[config.mk]
export PLATFORM = sky130hd
export DESIGN_NAME = lrs_reset_states
export DESIGN_NICKNAME = d
export VERILOG_FILES = /design/src/lrs_pkg.sv /design/src/lrs_reset_states.sv /design/src/lrs_display_code_ram.sv
export SDC_FILE = /design/constraint.sdc
export NUM_CORES = 1
export LEC_CHECK = 0
export BUFFER_PORTS_ARGS = -buffer_cell sky130_fd_sc_hd__buf_2
export CORE_ASPECT_RATIO = 0.7
export CORE_MARGIN = 2
export CORE_UTILIZATION = 54
export DETAILED_ROUTE_END_ITERATION = 8
export PLACE_DENSITY_LB_ADDON = 0.3
export SLEW_MARGIN = 20
export SYNTH_ARGS = -nofsm -noshare
export SYNTH_HDL_FRONTEND = slang
export SYNTH_HIERARCHICAL = 1
export SYNTH_SLANG_ARGS = --single-unit
[constraint.sdc]
create_clock -name sys_clk -period 2.1 [get_ports sys_clk]
set_clock_uncertainty 0.2 [all_clocks]
set_input_delay 0 -clock sys_clk [delete_from_list [all_inputs] [get_ports sys_clk]]
set_output_delay 0 -clock sys_clk [all_outputs]
set_load 0.01 [all_outputs]
[src/lrs_pkg.sv]
// Package: constants and types for the LCD reset and output state block
package lrs_pkg;
  // Drive level codes for LCD driver outputs (0 = lowest level)
  localparam logic [2:0] LOWEST_LCD_DRIVE_LEVEL = 3'h0;
  // Display RAM geometry
  localparam int         DISPLAY_CODE_RAM_DEPTH            = 52;
  localparam int         DISPLAY_CODE_RAM_AW               = 6;
  localparam int         CODE_W                 = 8;
  localparam logic [5:0] DISPLAY_CODE_RAM_ADDR_RST         = 6'h00;
  // Segment, common and scan counts
  localparam int         N_SEG                  = 63;
  localparam int         N_COM                  = 8;
  localparam int         N_SCAN                 = 4;
  localparam int         N_KEY                  = 30;
  // Key hold time in oscillator periods before request
  localparam int         KEY_HOLD_PERIODS       = 4800;
  localparam int         KEY_CNT_W              = 13;
  // Duty selection codes
  typedef enum logic [1:0] {
    LRS_DUTY_8  = 2'b00,
    LRS_DUTY_9  = 2'b01,
    LRS_DUTY_10 = 2'b10
  } lrs_duty_type;
  // Bias code: 1/4 bias for all duties
  localparam logic [1:0] BIAS_QUARTER           = 2'h2;
  // Key request state machine
  typedef enum logic [1:0] {
    LRS_KEY_OFF  = 2'b00,
    LRS_KEY_IDLE = 2'b01,
    LRS_KEY_HOLD = 2'b10,
    LRS_KEY_REQ  = 2'b11
  } lrs_key_type;
endpackage

[src/lrs_reset_states.sv]
// Reset output states, post-reset configuration and display RAM writes
`timescale 1ns/1ps
// How it works
// - In reset, shared seg/com pins are segment outputs at lowest drive level.
// - Display technique command picks segment or common role for each shared pin.
// - In reset, shared scan/port pins are general outputs driven low.
// - Port state command picks scan or general role for each shared pin.
// - Key request stays released during reset and until port state command.
// - Power-on reset initialises everything but the display RAM, with the display off.
// - Technique choosing 1/8 duty sets 1/8 duty and 1/4 bias.
// - Increment mode writes store code then advance address by one.
// - Reset clears key data and disables scanning until port state command.
// - Key held for 4800 periods pulls request low; reading clears it.
module lrs_reset_states #(
  parameter int KEY_HOLD = lrs_pkg::KEY_HOLD_PERIODS
) (
  input  wire logic                          sys_clk,
  input  wire logic                          nrst,
  // Technique command: duty code and shared pin roles (1 = common)
  input  wire logic                          tech_wr,
  input  wire lrs_pkg::lrs_duty_type         tech_duty,
  input  wire logic                          tech_pin_a_com,
  input  wire logic                          tech_pin_b_com,
  // Port state command: roles (1 = scan), port levels, scan enables
  input  wire logic                          port_wr,
  input  wire logic                          port_a_scan,
  input  wire logic                          port_b_scan,
  input  wire logic                          port_a_level,
  input  wire logic                          port_b_level,
  // Display on/off command
  input  wire logic                          disp_wr,
  input  wire logic                          disp_on,
  // Display RAM writes
  input  wire logic                          ac_wr,
  input  wire logic [lrs_pkg::DISPLAY_CODE_RAM_AW-1:0]  ac_addr,
  input  wire logic                          display_code_ram_wr,
  input  wire logic                          display_code_ram_incr,
  input  wire logic [lrs_pkg::CODE_W-1:0]    display_code_ram_code,
  input  wire logic [lrs_pkg::DISPLAY_CODE_RAM_AW-1:0]  display_code_ram_rd_addr,
  output logic      [lrs_pkg::CODE_W-1:0]    display_code_ram_rd_data,
  // Key scan interface
  input  wire logic [lrs_pkg::N_KEY-1:0]     key_pressed,
  input  wire logic                          osc_tick,
  input  wire logic                          key_read,
  output logic      [lrs_pkg::N_KEY-1:0]     key_data,
  output logic                               key_scan_en,
  // Open-drain key request: low enable means pulled low
  output logic                               key_req_o,
  output logic                               key_req_oe_n,
  // Driver state outputs
  output logic                               display_on,
  output lrs_pkg::lrs_duty_type              duty,
  output logic      [1:0]                    bias,
  output logic                               pin_a_is_com,
  output logic                               pin_b_is_com,
  output logic      [2:0]                    seg_level,
  output logic      [2:0]                    com_level,
  output logic      [2:0]                    shared_seg_com_pin_a,
  output logic      [2:0]                    shared_seg_com_pin_b,
  output logic                               pin_a_is_scan,
  output logic                               pin_b_is_scan,
  output logic                               scan_or_gp_pin_a,
  output logic                               scan_or_gp_pin_b,
  output logic      [lrs_pkg::N_SCAN-1:0]    dedicated_scan_outputs
);
  initial begin
    if (KEY_HOLD < 1 || KEY_HOLD >= (1 << lrs_pkg::KEY_CNT_W)) $error("KEY_HOLD out of range");
  end

  // Configuration state
  logic                  tech_done_q, tech_done_d;
  logic                  port_done_q, port_done_d;
  logic                  disp_q, disp_d;
  lrs_pkg::lrs_duty_type duty_q, duty_d;
  logic                  a_com_q, a_com_d, b_com_q, b_com_d;
  logic                  a_scan_q, a_scan_d, b_scan_q, b_scan_d;
  logic                  a_lvl_q, a_lvl_d, b_lvl_q, b_lvl_d;

  // Next configuration from commands
  always_comb begin
    tech_done_d = tech_done_q;
    port_done_d = port_done_q;
    disp_d      = disp_q;
    duty_d      = duty_q;
    a_com_d     = a_com_q;
    b_com_d     = b_com_q;
    a_scan_d    = a_scan_q;
    b_scan_d    = b_scan_q;
    a_lvl_d     = a_lvl_q;
    b_lvl_d     = b_lvl_q;
    if (tech_wr) begin
      tech_done_d = 1'b1;
      duty_d      = tech_duty;
      a_com_d     = tech_pin_a_com;
      b_com_d     = tech_pin_b_com;
    end
    if (port_wr) begin
      port_done_d = 1'b1;
      a_scan_d    = port_a_scan;
      b_scan_d    = port_b_scan;
      a_lvl_d     = port_a_level;
      b_lvl_d     = port_b_level;
    end
    if (disp_wr) begin
      disp_d = disp_on;
    end
  end

  // Configuration registers, reset to safe display-off state
  always_ff @(posedge sys_clk) begin
    if (!nrst) begin
      tech_done_q <= 1'b0;
      port_done_q <= 1'b0;
      disp_q      <= 1'b0;
      duty_q      <= lrs_pkg::LRS_DUTY_8;
      a_com_q     <= 1'b0;
      b_com_q     <= 1'b0;
      a_scan_q    <= 1'b0;
      b_scan_q    <= 1'b0;
      a_lvl_q     <= 1'b0;
      b_lvl_q     <= 1'b0;
    end else begin
      tech_done_q <= tech_done_d;
      port_done_q <= port_done_d;
      disp_q      <= disp_d;
      duty_q      <= duty_d;
      a_com_q     <= a_com_d;
      b_com_q     <= b_com_d;
      a_scan_q    <= a_scan_d;
      b_scan_q    <= b_scan_d;
      a_lvl_q     <= a_lvl_d;
      b_lvl_q     <= b_lvl_d;
    end
  end

  // Driver outputs: all levels at lowest level whether the display is on or off
  assign display_on    = disp_q;
  assign duty          = duty_q;
  assign bias          = lrs_pkg::BIAS_QUARTER;
  assign pin_a_is_com  = a_com_q;
  assign pin_b_is_com  = b_com_q;
  assign seg_level     = lrs_pkg::LOWEST_LCD_DRIVE_LEVEL;
  assign com_level     = lrs_pkg::LOWEST_LCD_DRIVE_LEVEL;
  assign shared_seg_com_pin_a = lrs_pkg::LOWEST_LCD_DRIVE_LEVEL;
  assign shared_seg_com_pin_b = lrs_pkg::LOWEST_LCD_DRIVE_LEVEL;
  assign pin_a_is_scan = a_scan_q;
  assign pin_b_is_scan = b_scan_q;

  // Address counter for display RAM
  logic [lrs_pkg::DISPLAY_CODE_RAM_AW-1:0] addr_q, addr_d;
  always_comb begin
    addr_d = addr_q;
    if (ac_wr) begin
      addr_d = ac_addr;
    end else if (display_code_ram_wr && display_code_ram_incr) begin
      addr_d = addr_q + 6'h01;
    end
  end
  always_ff @(posedge sys_clk) begin
    if (!nrst) begin
      addr_q <= lrs_pkg::DISPLAY_CODE_RAM_ADDR_RST;
    end else begin
      addr_q <= addr_d;
    end
  end

  lrs_display_code_ram u_display_code_ram (
    .sys_clk (sys_clk),
    .wr_en   (display_code_ram_wr),
    .wr_addr (addr_q),
    .wr_data (display_code_ram_code),
    .rd_addr (display_code_ram_rd_addr),
    .rd_data (display_code_ram_rd_data)
  );

  // Key request state machine
  lrs_pkg::lrs_key_type           kst_q, kst_d;
  logic [lrs_pkg::KEY_CNT_W-1:0]  kcnt_q, kcnt_d;
  logic [lrs_pkg::N_KEY-1:0]      kdat_q, kdat_d;
  logic                           any_key;
  assign any_key = |key_pressed;

  always_comb begin
    kst_d  = kst_q;
    kcnt_d = kcnt_q;
    kdat_d = kdat_q;
    case (kst_q)
      lrs_pkg::LRS_KEY_OFF: begin
        if (port_wr) begin
          kst_d = lrs_pkg::LRS_KEY_IDLE;
        end
      end
      lrs_pkg::LRS_KEY_IDLE: begin
        kcnt_d = '0;
        if (any_key) begin
          kst_d = lrs_pkg::LRS_KEY_HOLD;
        end
      end
      lrs_pkg::LRS_KEY_HOLD: begin
        if (!any_key) begin
          kst_d = lrs_pkg::LRS_KEY_IDLE;
        end else if (osc_tick) begin
          kcnt_d = kcnt_q + 13'h0001;
          if (32'(kcnt_q) + 1 >= KEY_HOLD) begin
            kst_d  = lrs_pkg::LRS_KEY_REQ;
            kdat_d = key_pressed;
          end
        end
      end
      lrs_pkg::LRS_KEY_REQ: begin
        if (key_read) begin
          kst_d = lrs_pkg::LRS_KEY_IDLE;
        end
      end
      default: kst_d = lrs_pkg::LRS_KEY_OFF;
    endcase
  end

  always_ff @(posedge sys_clk) begin
    if (!nrst) begin
      kst_q  <= lrs_pkg::LRS_KEY_OFF;
      kcnt_q <= '0;
      kdat_q <= '0;
    end else begin
      kst_q  <= kst_d;
      kcnt_q <= kcnt_d;
      kdat_q <= kdat_d;
    end
  end

  assign key_data     = kdat_q;
  assign key_scan_en  = port_done_q;
  assign key_req_o    = 1'b0;
  assign key_req_oe_n = (kst_q != lrs_pkg::LRS_KEY_REQ);

  // Shared scan/port pins: scan role drives high when scanning enabled
  assign scan_or_gp_pin_a = a_scan_q ? port_done_q : a_lvl_q;
  assign scan_or_gp_pin_b = b_scan_q ? port_done_q : b_lvl_q;
  assign dedicated_scan_outputs = {lrs_pkg::N_SCAN{port_done_q}};
endmodule // lrs_reset_states

[src/lrs_display_code_ram.sv]
// Display code RAM with registered read data
`timescale 1ns/1ps
module lrs_display_code_ram #(
  parameter int DEPTH = lrs_pkg::DISPLAY_CODE_RAM_DEPTH,
  parameter int AW    = lrs_pkg::DISPLAY_CODE_RAM_AW,
  parameter int DW    = lrs_pkg::CODE_W
) (
  input  wire logic          sys_clk,
  input  wire logic          wr_en,
  input  wire logic [AW-1:0] wr_addr,
  input  wire logic [DW-1:0] wr_data,
  input  wire logic [AW-1:0] rd_addr,
  output logic      [DW-1:0] rd_data
);
  initial begin
    if (DEPTH > (1 << AW)) $error("lrs_display_code_ram: depth exceeds address range");
  end
  logic [DW-1:0] mem [DEPTH];
  // Write port and registered read
  always_ff @(posedge sys_clk) begin
    if (wr_en && (32'(wr_addr) < DEPTH)) begin
      mem[wr_addr] <= wr_data;
    end
    rd_data <= (32'(rd_addr) < DEPTH) ? mem[rd_addr] : '0;
  end
endmodule // lrs_display_code_ram

Word-level counts from Yosys, hierarchy flattened
Memories as Yosys holds them, arrays and structs flattened. A register that Yosys moved wholly into a read port is not among the register bits.
Cells that the tools add are included.
Word-level totals
  register bits: 61
  bits in writable memories: 416
  bits of input ports: 69
  output and inout bits: 68
  logic and storage cells: 57
  memories: 1
Memories
  u_display_code_ram.mem: words 52, bits a word 8, read ports 1, clocked after Yosys merged registers in 1, wr ports 1, line lrs_display_code_ram.sv:18  | logic [DW-1:0] mem [DEPTH];
Cells by class
  $add $sub $neg: 3
  $lt $le $gt $ge: 3
  equal/unequal tests: 11
  multiplexer cells: 16
  reductions and logical operators: 10
Operators with widths (count)
  $reduce_or A30 Y1: 1
  $mux W13: 2
  $pmux W13 S2: 1
  $add A13 B1 Y14 const B: 1
  $ge A14 B13 Y1 const B: 1
  $add A13 B1 Y13 const B: 1
  $lt A6 B6 Y1 const B: 2
  $mux W2: 6
  $mux W6: 2
  $ne A2 B2 Y1 const B: 6
  $pmux W2 S4: 1
  $add A6 B1 Y6 const B: 1
  $ne A3 B3 Y1 const B: 2
  $reduce_and A5 Y1: 1
  $eq A2 B2 Y1 const B: 2
  $mux W1: 4
  $reduce_and A4 Y1: 1
  $reduce_bool A2 Y1: 2
  $reduce_and A3 Y1: 1
  $eq A2 B1 Y1 const B: 1
  $logic_and A1 B1 Y1: 2
  $logic_not A2 Y1: 1
  $logic_not A1 Y1: 1

Logic depth before layout (Yosys ltp)
Gate-level depths: netlist (run 1).
  depth after elaboration: 6
  depth in mapped cells: 9
  gate-level depth less buffers: 7

Hierarchy
The synthesis (run 1) kept the hierarchy.
Modules (own cells, without submodules)
  lrs_display_code_ram: instances 1, cells an instance 783, area an instance 16394.5 um2, sequential area each 12652.1 um2
  lrs_reset_states: instances 1, cells an instance 371, area an instance 3108.0 um2, sequential area each 1221.2 um2

Worst setup path after synthesis (run 1)
OpenSTA, ideal clock, no wires.
  kind: register -> register
  from: register kcnt_q[0] in the netlist's numbering
  to: register kdat_q (netlist bit key_data[0])
  setup time: 0.072 ns
  arrival time: 1.856 ns
  required time: 1.828 ns
  setup slack: -0.028 ns
  cell stages (with the launch flop): 10
  path buffers: 2
  period minus slack after synthesis: 2.128 ns
  cell sequence: dfxtp_1 ha_1 buf_2 inv_1 nor3_4 and4_1 o21ai_2 a21oi_4 buf_6 mux2i_1
On the way
  longest elaborated chain between the ends: 3
RTL lines
  from (decl): line lrs_reset_states.sv:178  | logic [lrs_pkg::KEY_CNT_W-1:0] kcnt_q, kcnt_d;
  from (signal assigned): line lrs_reset_states.sv:226  | kcnt_q <= kcnt_d;
  $add A13 B1 Y14: line lrs_reset_states.sv:204  | if (32'(kcnt_q) + 1 >= KEY_HOLD) begin
  $ge A14 B13 Y1: line lrs_reset_states.sv:204
  $reduce_and A4 Y1 (no line)
  to (signal assigned): line lrs_reset_states.sv:227  | kdat_q <= kdat_d;
  to (decl): line lrs_reset_states.sv:179  | logic [lrs_pkg::N_KEY-1:0] kdat_q, kdat_d;
No other way between the ends.
A chain may end at the register's enable or synchronous reset.

Worst setup path after layout (run 1)
  from: input port key_pressed[20] in the netlist's numbering
  to: register kdat_q (netlist bit key_data[25])
On the way
  longest elaborated chain between the ends: 2
RTL lines
  from (decl): line lrs_reset_states.sv:42  | input wire logic [lrs_pkg::N_KEY-1:0] key_pressed,
  $reduce_or A30 Y1: line lrs_reset_states.sv:181  | assign any_key = |key_pressed;
  $reduce_and A4 Y1 (no line)
No other way between the ends.

==> impl_results.md, run 1 <==
* Status: finished with violations
* Failing checks: hold timing, setup timing
* Peak Freq at 445 MHz
* Average size of a mapped cell at 16.9 µm²
* Dpl cell area at 21500 µm²
* DR pass1 iterations at 8
* Largest net degree at the start of global routing at 65
* Number of buffers created by CTS at 45
* # setup viols final at 25
* H-tree depth at 2
* RSZ-0062 raised after global routing: yes
* Synth area leaders: edfxtp_1 64%, mux4_2 9.1%, dfxtp_1 7.1%
* Crit path kind: primary input to flop
* Rel. slew slack at 0.588
* Slew Limit Fails at 0
* GP Congestion at 0.882
* DRT iter0 DRCs at 1440
* LEAKAGE at 8.63 nW
* Async SR Flop Fraction at 0
* Vias per cell at 5.92
* Post-layout util at 0.681
* Final WS setup at -0.149 ns
* CTS tree: yes
* Worst Setup Start Kind: primary input
* Post-Place Worst Slack at -0.0206 ns
* Final Cell Area at 24400 µm²
* Total overflow reported by the global router at 0
* Share of post-route cells with drive strength above 1 at 0.308
* Total GRT Usage at 0.260
* Total power at 19.6 mW
* Post-Syn Area at 19500 µm²
* Initial core utilization at 0.545
* Initial antenna violation count at 1
* Post-Route WL at 48500 µm
* Fin nets at 1612
* First-pass GRT wire length at 72600 µm
* DRC viols at 0
* Area growth syn-to-layout at 24.9%
* YS warnings at 6
* VDD IR max at 0.702 mV
* Root buffer cell: clkbuf_16
* Layout Cells excl Fill at 2050
* Hold Vio Cnt, Final at 8
* Most frequent cells in the layout: 416 x edfxtp_1, 150 x buf_4, 120 x buf_2
* Die width at 231 µm
* CORE AREA at 35800 µm²
* Power per cell area at 803 nW/µm²
* Hold Crit Class: primary input to flop
* Longest Clk Path Bufs at 3
* Tmin final at 2.25 ns
* ANT nets after route at 0
* Seq cells post-synth at 485
* Yosys top cell area share at 0.641
* Final period utilization at 1.07
* Max-cap violations at 0
* Hold slack final at -0.0180 ns
* CP Capture Type: flop
* Main flop type after synthesis: edfxtp_1
* Worst path arrival time at 2.50 ns
* WL/cell at 23.7 µm
* CP Max Fanout at 6
* Most common cell after layout, fill and taps aside: edfxtp_1
* Netlist cell types at 58
* Die area at 37700 µm²
* # port buffers at 121
* Worst-path clk slew at 0.06 ns
* Post-synth EDFFs at 416
* CTS sink count at 485
* Worst path required time at 2.36 ns
* Slew @ Worst Pin at 0.618 ns
* Cells after DPL at 1840
* Routed vias at 12100
* Most area-hungry cell type in the Yosys netlist: edfxtp_1
* Register area share after synthesis at 0.711
* Core Rows at 58
* Die Ht at 163 µm
* I/O pin count at 137
* Gate count of the mapped netlist at 1154
* Vias in the first global route at 12000
* Hpwl dp at 29400 µm
* Setup_tns at -2.31 ns
* Worst-Skew Late Latency at 0.55 ns
-- layout make-up --
type | count | area, µm²
antenna | 1 | 2.50
clock buffer | 64 | 1240
clock inverter | 16 | 75.1
fill | 2266 | 11400
inverter | 11 | 43.8
multi-input combinational | 588 | 5260
sequential | 485 | 13900
tap | 480 | 601
timing repair buffer | 405 | 3260
-- layer usage --
layer	vias to the layer above	wire, µm	global-route usage
met1	6124	20400	0.386
li1	5288	-	-
met3	105	4890	0.0516
met2	624	22000	0.396
met5	-	0	0
met4	0	1310	0.0716
-- final timing paths --
kind                            startpoint                                 endpoint  slack [ns]  cells after the start
setup / recovery           key_pressed[20]                key_data[25]$_SDFFE_PN0P_       -0.15                     11
setup reg to reg    kcnt_q[1]$_SDFFE_PN0P_                key_data[25]$_SDFFE_PN0P_       -0.11                      9
hold reg to reg   key_data[8]$_SDFFE_PN0P_                 key_data[8]$_SDFFE_PN0P_        0.26                      2
hold / removal         display_code_ram_wr  u_display_code_ram/mem[41][1]$_DFFE_PP_       -0.02                      5
-- registers in the layout, summed over array words and instances (netlist names) --
register                    cells
duty                            2
pin_b_is_com                    1
b_lvl_q                         1
key_data                       30
addr_q                          6
pin_b_is_scan                   1
u_display_code_ram/mem        416
kcnt_q                         13
pin_a_is_com                    1
a_lvl_q                         1
u_display_code_ram/rd_data      8
key_scan_en                     1
kst_q                           2
pin_a_is_scan                   1
display_on                      1
-- worst max-delay path, stage by stage --
cell	delay, ns
dlygate4sd3_1	0.54
buf_2	0.13
nor4_1	0.43
nand4_1	0.19
buf_4	0.19
o211ai_1	0.25
buf_4	0.21
a21oi_4	0.06
buf_4	0.16
buf_6	0.14
mux2i_1	0.19
-- cells in the mapped netlist, types with 4 or more instances --
master,instances
edfxtp_1,416
nor2_1,104
mux2i_1,87
nand2_1,82
mux4_2,79
dfxtp_1,69
clkbuf_1,33
a21oi_1,30
o221ai_1,23
buf_4,22
nand3_1,15
buf_2,13
buf_6,12
inv_1,10
o21ai_0,10
a211oi_1,9
nand3b_1,9
o21ai_1,9
o22ai_1,9
a221oi_1,8
nor4_1,8
a211o_1,7
a22o_1,7
a22oi_1,7
ha_1,7
nand4_1,6
or3_1,6
mux4_1,4
xnor2_1,4
-- what timing repair did --
item	CTS	global route
pin swaps	12	11
endpoints found under the hold margin	433	0
endpoints found under the setup margin	15	130
cloned	3	0
resized for setup	29	28
hold buffers	112	0
buffers inserted	11	5
-- cell families (layout without fill, tap and decap cells) --
logic type	after synthesis	after routing	synth area share
compound gates	133	133	0.0482
xor+xnor	7	7	0.00314
fa+ha+maj	7	7	0.00449
buf+inv	94	496	0.0303
flops	485	485	0.711
mux	173	173	0.143
other cells	2	16	0.000385
simple gates	253	253	0.0592
-- power breakdown --
part	switching (mW)	internal, mW	leakage (nW)
Sequential	0.0414	10.5	4.31
Combinational	0.845	0.689	3.66
Clock	3.36	4.09	0.654
Total	4.24	15.3	8.63
Note: power is estimated with default switching activity, not from simulation.
==> inputs of run 2 (changes only) <==
--- a/config.mk
+++ b/config.mk
@@ -9,5 +9,5 @@
 export CORE_ASPECT_RATIO = 0.7
 export CORE_MARGIN = 2
-export CORE_UTILIZATION = 54
+export CORE_UTILIZATION = 65
 export DETAILED_ROUTE_END_ITERATION = 8
 export PLACE_DENSITY_LB_ADDON = 0.3
==> constraint.sdc (replaced) <==
create_clock -name sys_clk -period 2.92 [get_ports sys_clk]
set_clock_uncertainty 0.2 [all_clocks]
set_input_delay 0 -clock sys_clk [delete_from_list [all_inputs] [get_ports sys_clk]]
set_output_delay 0 -clock sys_clk [all_outputs]
set_load 0.005 [all_outputs]
==> impl_results.md, run 2 (synthesis gave the netlist of run 1 again) <==
* Fin nets at 1481 (-8.1%)
* CP Max Fanout at 11 (+5)
* Post-Route WL at 50300 µm (+3.8%)
* Number of buffers created by CTS at 43 (-4.4%)
* Slew Limit Fails at 0 (unchanged)
* Vias per cell at 6.66 (+13%)
* M2 GR Usage at 0.510 (+0.114)
* ANT nets after route at 0 (unchanged)
* # port buffers at 121 (unchanged)
* Total overflow reported by the global router at 0 (unchanged)
* Largest net degree at the start of global routing at 57 (-12%)
* Area of the multi-input gates at 5090 µm² (-3.3%)
* Number of flip-flops in the largest register at 416 (unchanged)
* Worst-Skew Late Latency at 0.55 ns (about the same)
* LEAKAGE at 7.93 nW (-8.1%)
* Routed vias at 12100 (+0.058%)
* Worst path arrival time at 2.70 ns (+0.20 ns)
* Total power at 14.1 mW (-28%)
* VDD IR max at 0.558 mV (-21%)
* GRT busiest layer: met2
* Worst-path cell with the longest stage delay: nor2_1
* DR pass1 iterations at 6 (-2)
* Worst path required time at 2.89 ns (+0.53 ns)
* Hold Crit Class: primary input to flop
* DRC viols at 0 (unchanged)
* Most common cell after layout, fill and taps aside: edfxtp_1
* Final period utilization at 0.935
* CTS tree: yes
* Post-CTS setup buffers at 0 (-11)
* Worst Setup Start Kind: flop
* Peak Freq at 366 MHz
* Biggest register: u_display_code_ram/mem
* Dpl cell area at 20600 µm² (-4.4%)
* Cell mode on critical path: nor2_1
* Hpwl dp at 27200 µm (-7.6%)
* DRT iter0 DRCs at 1555 (+8.0%)
* Rel. slew slack at 0.258 (-0.330)
* # setup viols final at 0 (-100%)
* RSZ-0062 raised after global routing: no
* Most frequent cells in the layout: 416 x edfxtp_1, 120 x buf_2, 103 x nor2_1
* WL/cell at 27.6 µm (+17%)
* GP Congestion at 0.863 (-2.1%)
* Status: finished clean
* CORE AREA at 29800 µm² (-17%)
* Worst path cell trace: nor2_1 > o21ai_0 > nor2_1 > nand3b_1 > nor2_1
* Hold Vio Cnt, Final at 0 (-8)
* GRT met3 Usage at 0.0703 (+0.0187)
* Crit path largest cell delay at 0.73 ns (+0.19 ns)
* Global-route met1 utilization at 0.463 (+0.0771)
* Final Cell Area at 22900 µm² (-6.0%)
* FF/Latch Area at 13900 µm² (about the same)
* Die Ht at 149 µm (-8.6%)
* CP Capture Type: flop
* Longest Clk Path Bufs at 3 (unchanged)
* Tmin final at 2.73 ns
* Max-cap violations at 0 (unchanged)
* Share of post-route cells with drive strength above 1 at 0.236 (-0.0723)
* Root buffer cell: clkbuf_16
* Fillers at 1604 (-29%)
* H-tree depth at 2 (unchanged)
* Initial core utilization at 0.655 (+0.110)
* Crit path max-delay family: simple AND/OR/NAND/NOR gates
* Power per cell area at 616 nW/µm² (-23%)
* Die width at 211 µm (-8.7%)
* CTS sink count at 485 (unchanged)
* Area growth syn-to-layout at 17.4%
* CP Buf/Inv Count at 0 (-6)
* Crit path kind: flop to flop
* First-pass GRT wire length at 74300 µm (+2.3%)
* Worst-path clk slew at 0.07 ns (about the same)
* Total GRT Usage at 0.325 (+0.0651)
* Core Rows at 53 (-8.6%)
* Setup_tns at 0 ns (+2.31 ns)
* I/O pin count at 137 (unchanged)
* Vias in the first global route at 11900 (-0.98%)
* Initial antenna violation count at 3 (+2)
* Slew @ Worst Pin at 1.11 ns (+0.495 ns)
* Die area at 31400 µm² (-17%)
==> run 2: cell count changes in the layout (fill, tap and decap cells not counted), sizes merged, moves of 2 or more <==
cell,previous run,this run
buf,292,183
clkbuf,65,62
clkinv,16,11
diode,1,3
dlygate4sd3,112,92
inv,11,13
==> run 2: layout make-up <==
cell class,instances,share of cell area
Clock buffer,61,0.0550
Multi-Input combinational cell,588,0.222
Clock inverter,14,0.00393
Inverter,11,0.00180
Tap cell,385,0.0210
Timing Repair Buffer,276,0.0899
Sequential cell,485,0.606
Antenna cell,3,0.000328
==> run 2: report_power, final <==
group | switching, mW | internal, mW | leakage, nW | total (mW)
logic | 0.566 | 0.392 | 2.95 | 0.957
registers | 0.0428 | 7.58 | 4.31 | 7.62
clock network | 2.43 | 3.09 | 0.670 | 5.52
total | 3.04 | 11.1 | 7.93 | 14.1
==> run 2: routing by layer <==
layer	wire length [µm]	up-vias
met5	0	-
met4	1720	0
met3	5600	148
met2	23900	877
met1	19100	6107
li1	-	5016
==> run 2: through the flow <==
| stage | hold slack [ns] | util | cells | setup WS, ns |
|---|---|---|---|---|
| after detailed placement | 0.0353 | 0.692 | 1652 | 0.220 |
| final | 0.0113 | 0.769 | 1823 | 0.190 |
| after floorplan | -0.101 | - | 1167 | 0.792 |
| after global placement | 0.0315 | 0.692 | 1652 | 0.310 |
| after CTS | 0.00748 | 0.768 | 1818 | 0.202 |
| after global routing | 0.0433 | 0.769 | 1823 | 0.0819 |
==> run 2: what timing repair did <==
action                                  in CTS  in global routing
hold buffers                                91                  1
hold endpoints to repair                   138                 52
gates resized for setup                      0                  1
endpoints found under the setup margin       0                  8
==> run 2: worst paths after layout <==
path                             start                                      end  slack (ns)  cells past startpoint
max             addr_q[3]$_SDFFE_PN0P_  u_display_code_ram/mem[12][7]$_DFFE_PP_        0.19                      5
min           display_code_ram_code[5]  u_display_code_ram/mem[35][5]$_DFFE_PP_        0.01                      1
max reg2reg     addr_q[3]$_SDFFE_PN0P_  u_display_code_ram/mem[12][7]$_DFFE_PP_        0.19                      5
min reg2reg  key_data[18]$_SDFFE_PN0P_                key_data[18]$_SDFFE_PN0P_        0.26                      2
==> inputs of run 3 (changes only) <==
CORE_UTILIZATION = 40   (was 65)
==> impl_results.md, run 3 (synthesis gave the netlist of run 1 again) <==
* Total GRT Usage at 0.191 (-0.134)
* Vias per cell at 5.43 (-18%)
* Core Rows at 67 (+26%)
* Final period utilization at 0.981 (+0.0456)
* Area growth syn-to-layout at 23.1%
* Tmin final at 2.86 ns (+0.133 ns)
* CP Capture Type: flop
* Hpwl dp at 29300 µm (+7.9%)
* CTS sink count at 485 (unchanged)
* H-tree depth at 2 (unchanged)
* CP Buf/Inv Count at 6 (+6)
* ANT nets after route at 0 (unchanged)
* Slew @ Worst Pin at 1.05 ns (-0.0663 ns)
* Layout Cells excl Fill at 2154 (+18%)
* Worst-Skew Late Latency at 0.57 ns (+0.02 ns)
* Worst path arrival time at 3.12 ns (+0.42 ns)
* Fin nets at 1538 (+3.8%)
* Peak Freq at 349 MHz (-4.7%)
* Origin of the worst min-delay path: display_code_ram_code[3]
* LEAKAGE at 8.30 nW (+4.6%)
* Hold slack final at -0.00235 ns (-0.0136 ns)
* Crit path kind: primary input to flop
* Reg2reg start: addr_q[1]$_SDFFE_PN0P_
* ANT cells at 0 (-3)
* Worst-path clk slew at 0.07 ns (about the same)
* Largest net degree at the start of global routing at 61 (+7.0%)
* WL/cell at 22.4 µm (-19%)
* Most common cell after layout, fill and taps aside: edfxtp_1
* Share of post-route cells with drive strength above 1 at 0.243 (+0.00796)
* GP Congestion at 0.831 (-3.8%)
* Crit path largest cell delay at 0.56 ns (-0.17 ns)
* I/O pin count at 137 (unchanged)
* Worst-path cell with the longest stage delay: dlygate4sd3_1
* Hold endpoint: u_display_code_ram/mem[21][3]$_DFFE_PP_
* VDD IR max at 0.348 mV (-38%)
* Cell mode on critical path: dlygate4sd3_1
* CP Max Fanout at 13 (+2)
* CTS tree: yes
* Initial antenna violation count at 0 (-3)
* Hold Vio Cnt, Final at 3 (+3)
* Cells after DPL at 1932 (+17%)
* Rel. slew slack at 0.302 (+0.0442)
* Slew Limit Fails at 0 (unchanged)
* Worst setup path startpoint: key_pressed[5]
* Total power at 14.9 mW (+5.7%)
* Number of flip-flops in the largest register at 416 (unchanged)
* Longest Clk Path Bufs at 3 (unchanged)
* Most frequent cells in the layout: 416 x edfxtp_1, 135 x dlygate4sd3_1, 116 x buf_2
* First-pass GRT wire length at 72000 µm (-3.1%)
* Worst path required time at 3.17 ns (+0.28 ns)
* Die area at 50600 µm² (+61%)
* CORE AREA at 48000 µm² (+61%)
* DRT iter0 DRCs at 1155 (-26%)
* Worst Setup Start Kind: primary input
* Die width at 268 µm (+27%)
* Hold Crit Class: primary input to flop
* Power per cell area at 621 nW/µm² (+0.82%)
* Failing checks: hold timing
* M2 GR Usage at 0.275 (-0.234)
* Number of buffers created by CTS at 47 (+9.3%)
* Die Ht at 189 µm (+27%)
* Setup_tns at 0 ns (unchanged)
* Status: finished with violations
* GRT busiest layer: met1
* # port buffers at 121 (unchanged)
* DRC viols at 0 (unchanged)
* Initial core utilization at 0.406 (-0.249)
* Crit path max-delay family: buffers and inverters
* Vias in the first global route at 11500 (-3.6%)
* Worst r2r dst: addr_q[4]$_SDFFE_PN0P_
* R2r worst-path depth at 8 (+3)
* Max-cap violations at 0 (unchanged)
* Global-route met1 utilization at 0.293 (-0.170)
* Worst path cell trace: dlygate4sd3_1 > buf_2 > nor4_1 > nand4_1 > buf_4 > o211ai_1 > buf_4 > nor2_1 > o21ai_0 > dlygate4sd3_1 > a21oi_1 > dlygate4sd3_1
* Post-Route WL at 48300 µm (-4.1%)
* Hold Path Depth at 1 (unchanged)
* GRT met3 Usage at 0.0473 (-0.0230)
* Root buffer cell: clkbuf_16
* Total overflow reported by the global router at 0 (unchanged)
* RSZ-0062 raised after global routing: no
* Biggest register: u_display_code_ram/mem
* Routed vias at 11700 (-3.7%)
* # setup viols final at 0 (unchanged)
* DR pass1 iterations at 5 (-1)
* R2r setup slk at 0.15 ns (-0.04 ns)
[run 3: cell types whose count changed in the layout (fill, tap and decap cells not counted), sizes merged]
cell / delta
dlygate4sd3: +43
buf: +10
diode: -3
clkinv: +4
inv: +1
bufinv: +5
clkinvlp: +1
[run 3: stage by stage]
stage               cell area, µm²  setup slack, ns  utilization  hold WS, ns
finish                       24000           0.0565        0.500     -0.00235
global route                 24000          0.00221        0.500       0.0533
CTS                          23900           0.0498        0.498      0.00926
detailed placement           21000            0.209        0.438       0.0369
global placement             21000            0.295        0.438       0.0315
floorplan                    19600            0.792            -       -0.101
[run 3: worst max-delay path by stage]
stage / depth (start not counted) / to / slack (ns)
6_report: 12 / kcnt_q[7]$_SDFFE_PN0P_ / 0.06
5_1_grt: 11 / kcnt_q[7]$_SDFFE_PN0P_ / 0.002
4_1_cts: 11 / kcnt_q[7]$_SDFFE_PN0P_ / 0.05
3_5_place_dp: 5 / u_display_code_ram/mem[14][0]$_DFFE_PP_ / 0.21
3_3_place_gp: 5 / u_display_code_ram/mem[14][0]$_DFFE_PP_ / 0.29
2_1_floorplan: 9 / key_data[0]$_SDFFE_PN0P_ / 0.79
[run 3: area by class of cell]
cell class	instances	area (µm²)
well taps	655	820
inverters	11	41.3
flip-flops and latches	485	13900
fillers	3976	24000
clock inverters	25	302
repair buffers	329	2570
multi-input cells	588	5100
clock buffers	61	1300
[run 3: routing by layer]
metal	part of all wire	vias to the layer above	wire length [µm]
li1	-	5134	-
met1	0.46	6012	22200
met2	0.44	486	21100
met3	0.087	68	4220
met4	0.016	0	775
met5	0	-	0
[run 3: timing repair]
action | 4_1_cts | 5_1_grt
hold buffers | 131 | 4
gates resized for setup | 0 | 3
endpoints found under the setup margin | 0 | 9
buffers inserted | 0 | 1
endpoints found under the hold margin | 168 | 208
[run 3: worst reg2reg max path: cells and delay by family (launching register included)]
family | cells | cell delay, ns
XOR/XNOR | 1 | 0.17
adder cells (fa/ha/maj) | 1 | 0.24
AO/OA/AOI/OAI | 1 | 0.15
buffers and inverters | 2 | 1.15
AND/OR/NAND/NOR | 3 | 0.22
flip-flops | 1 | 0.52
[run 3: where the power goes]
part,internal [mW],total [mW],switching [mW]
Sequential,7.58,7.62,0.0426
Combinational,0.435,0.996,0.561
Clock,3.69,6.29,2.60
Total,11.7,14.9,3.20
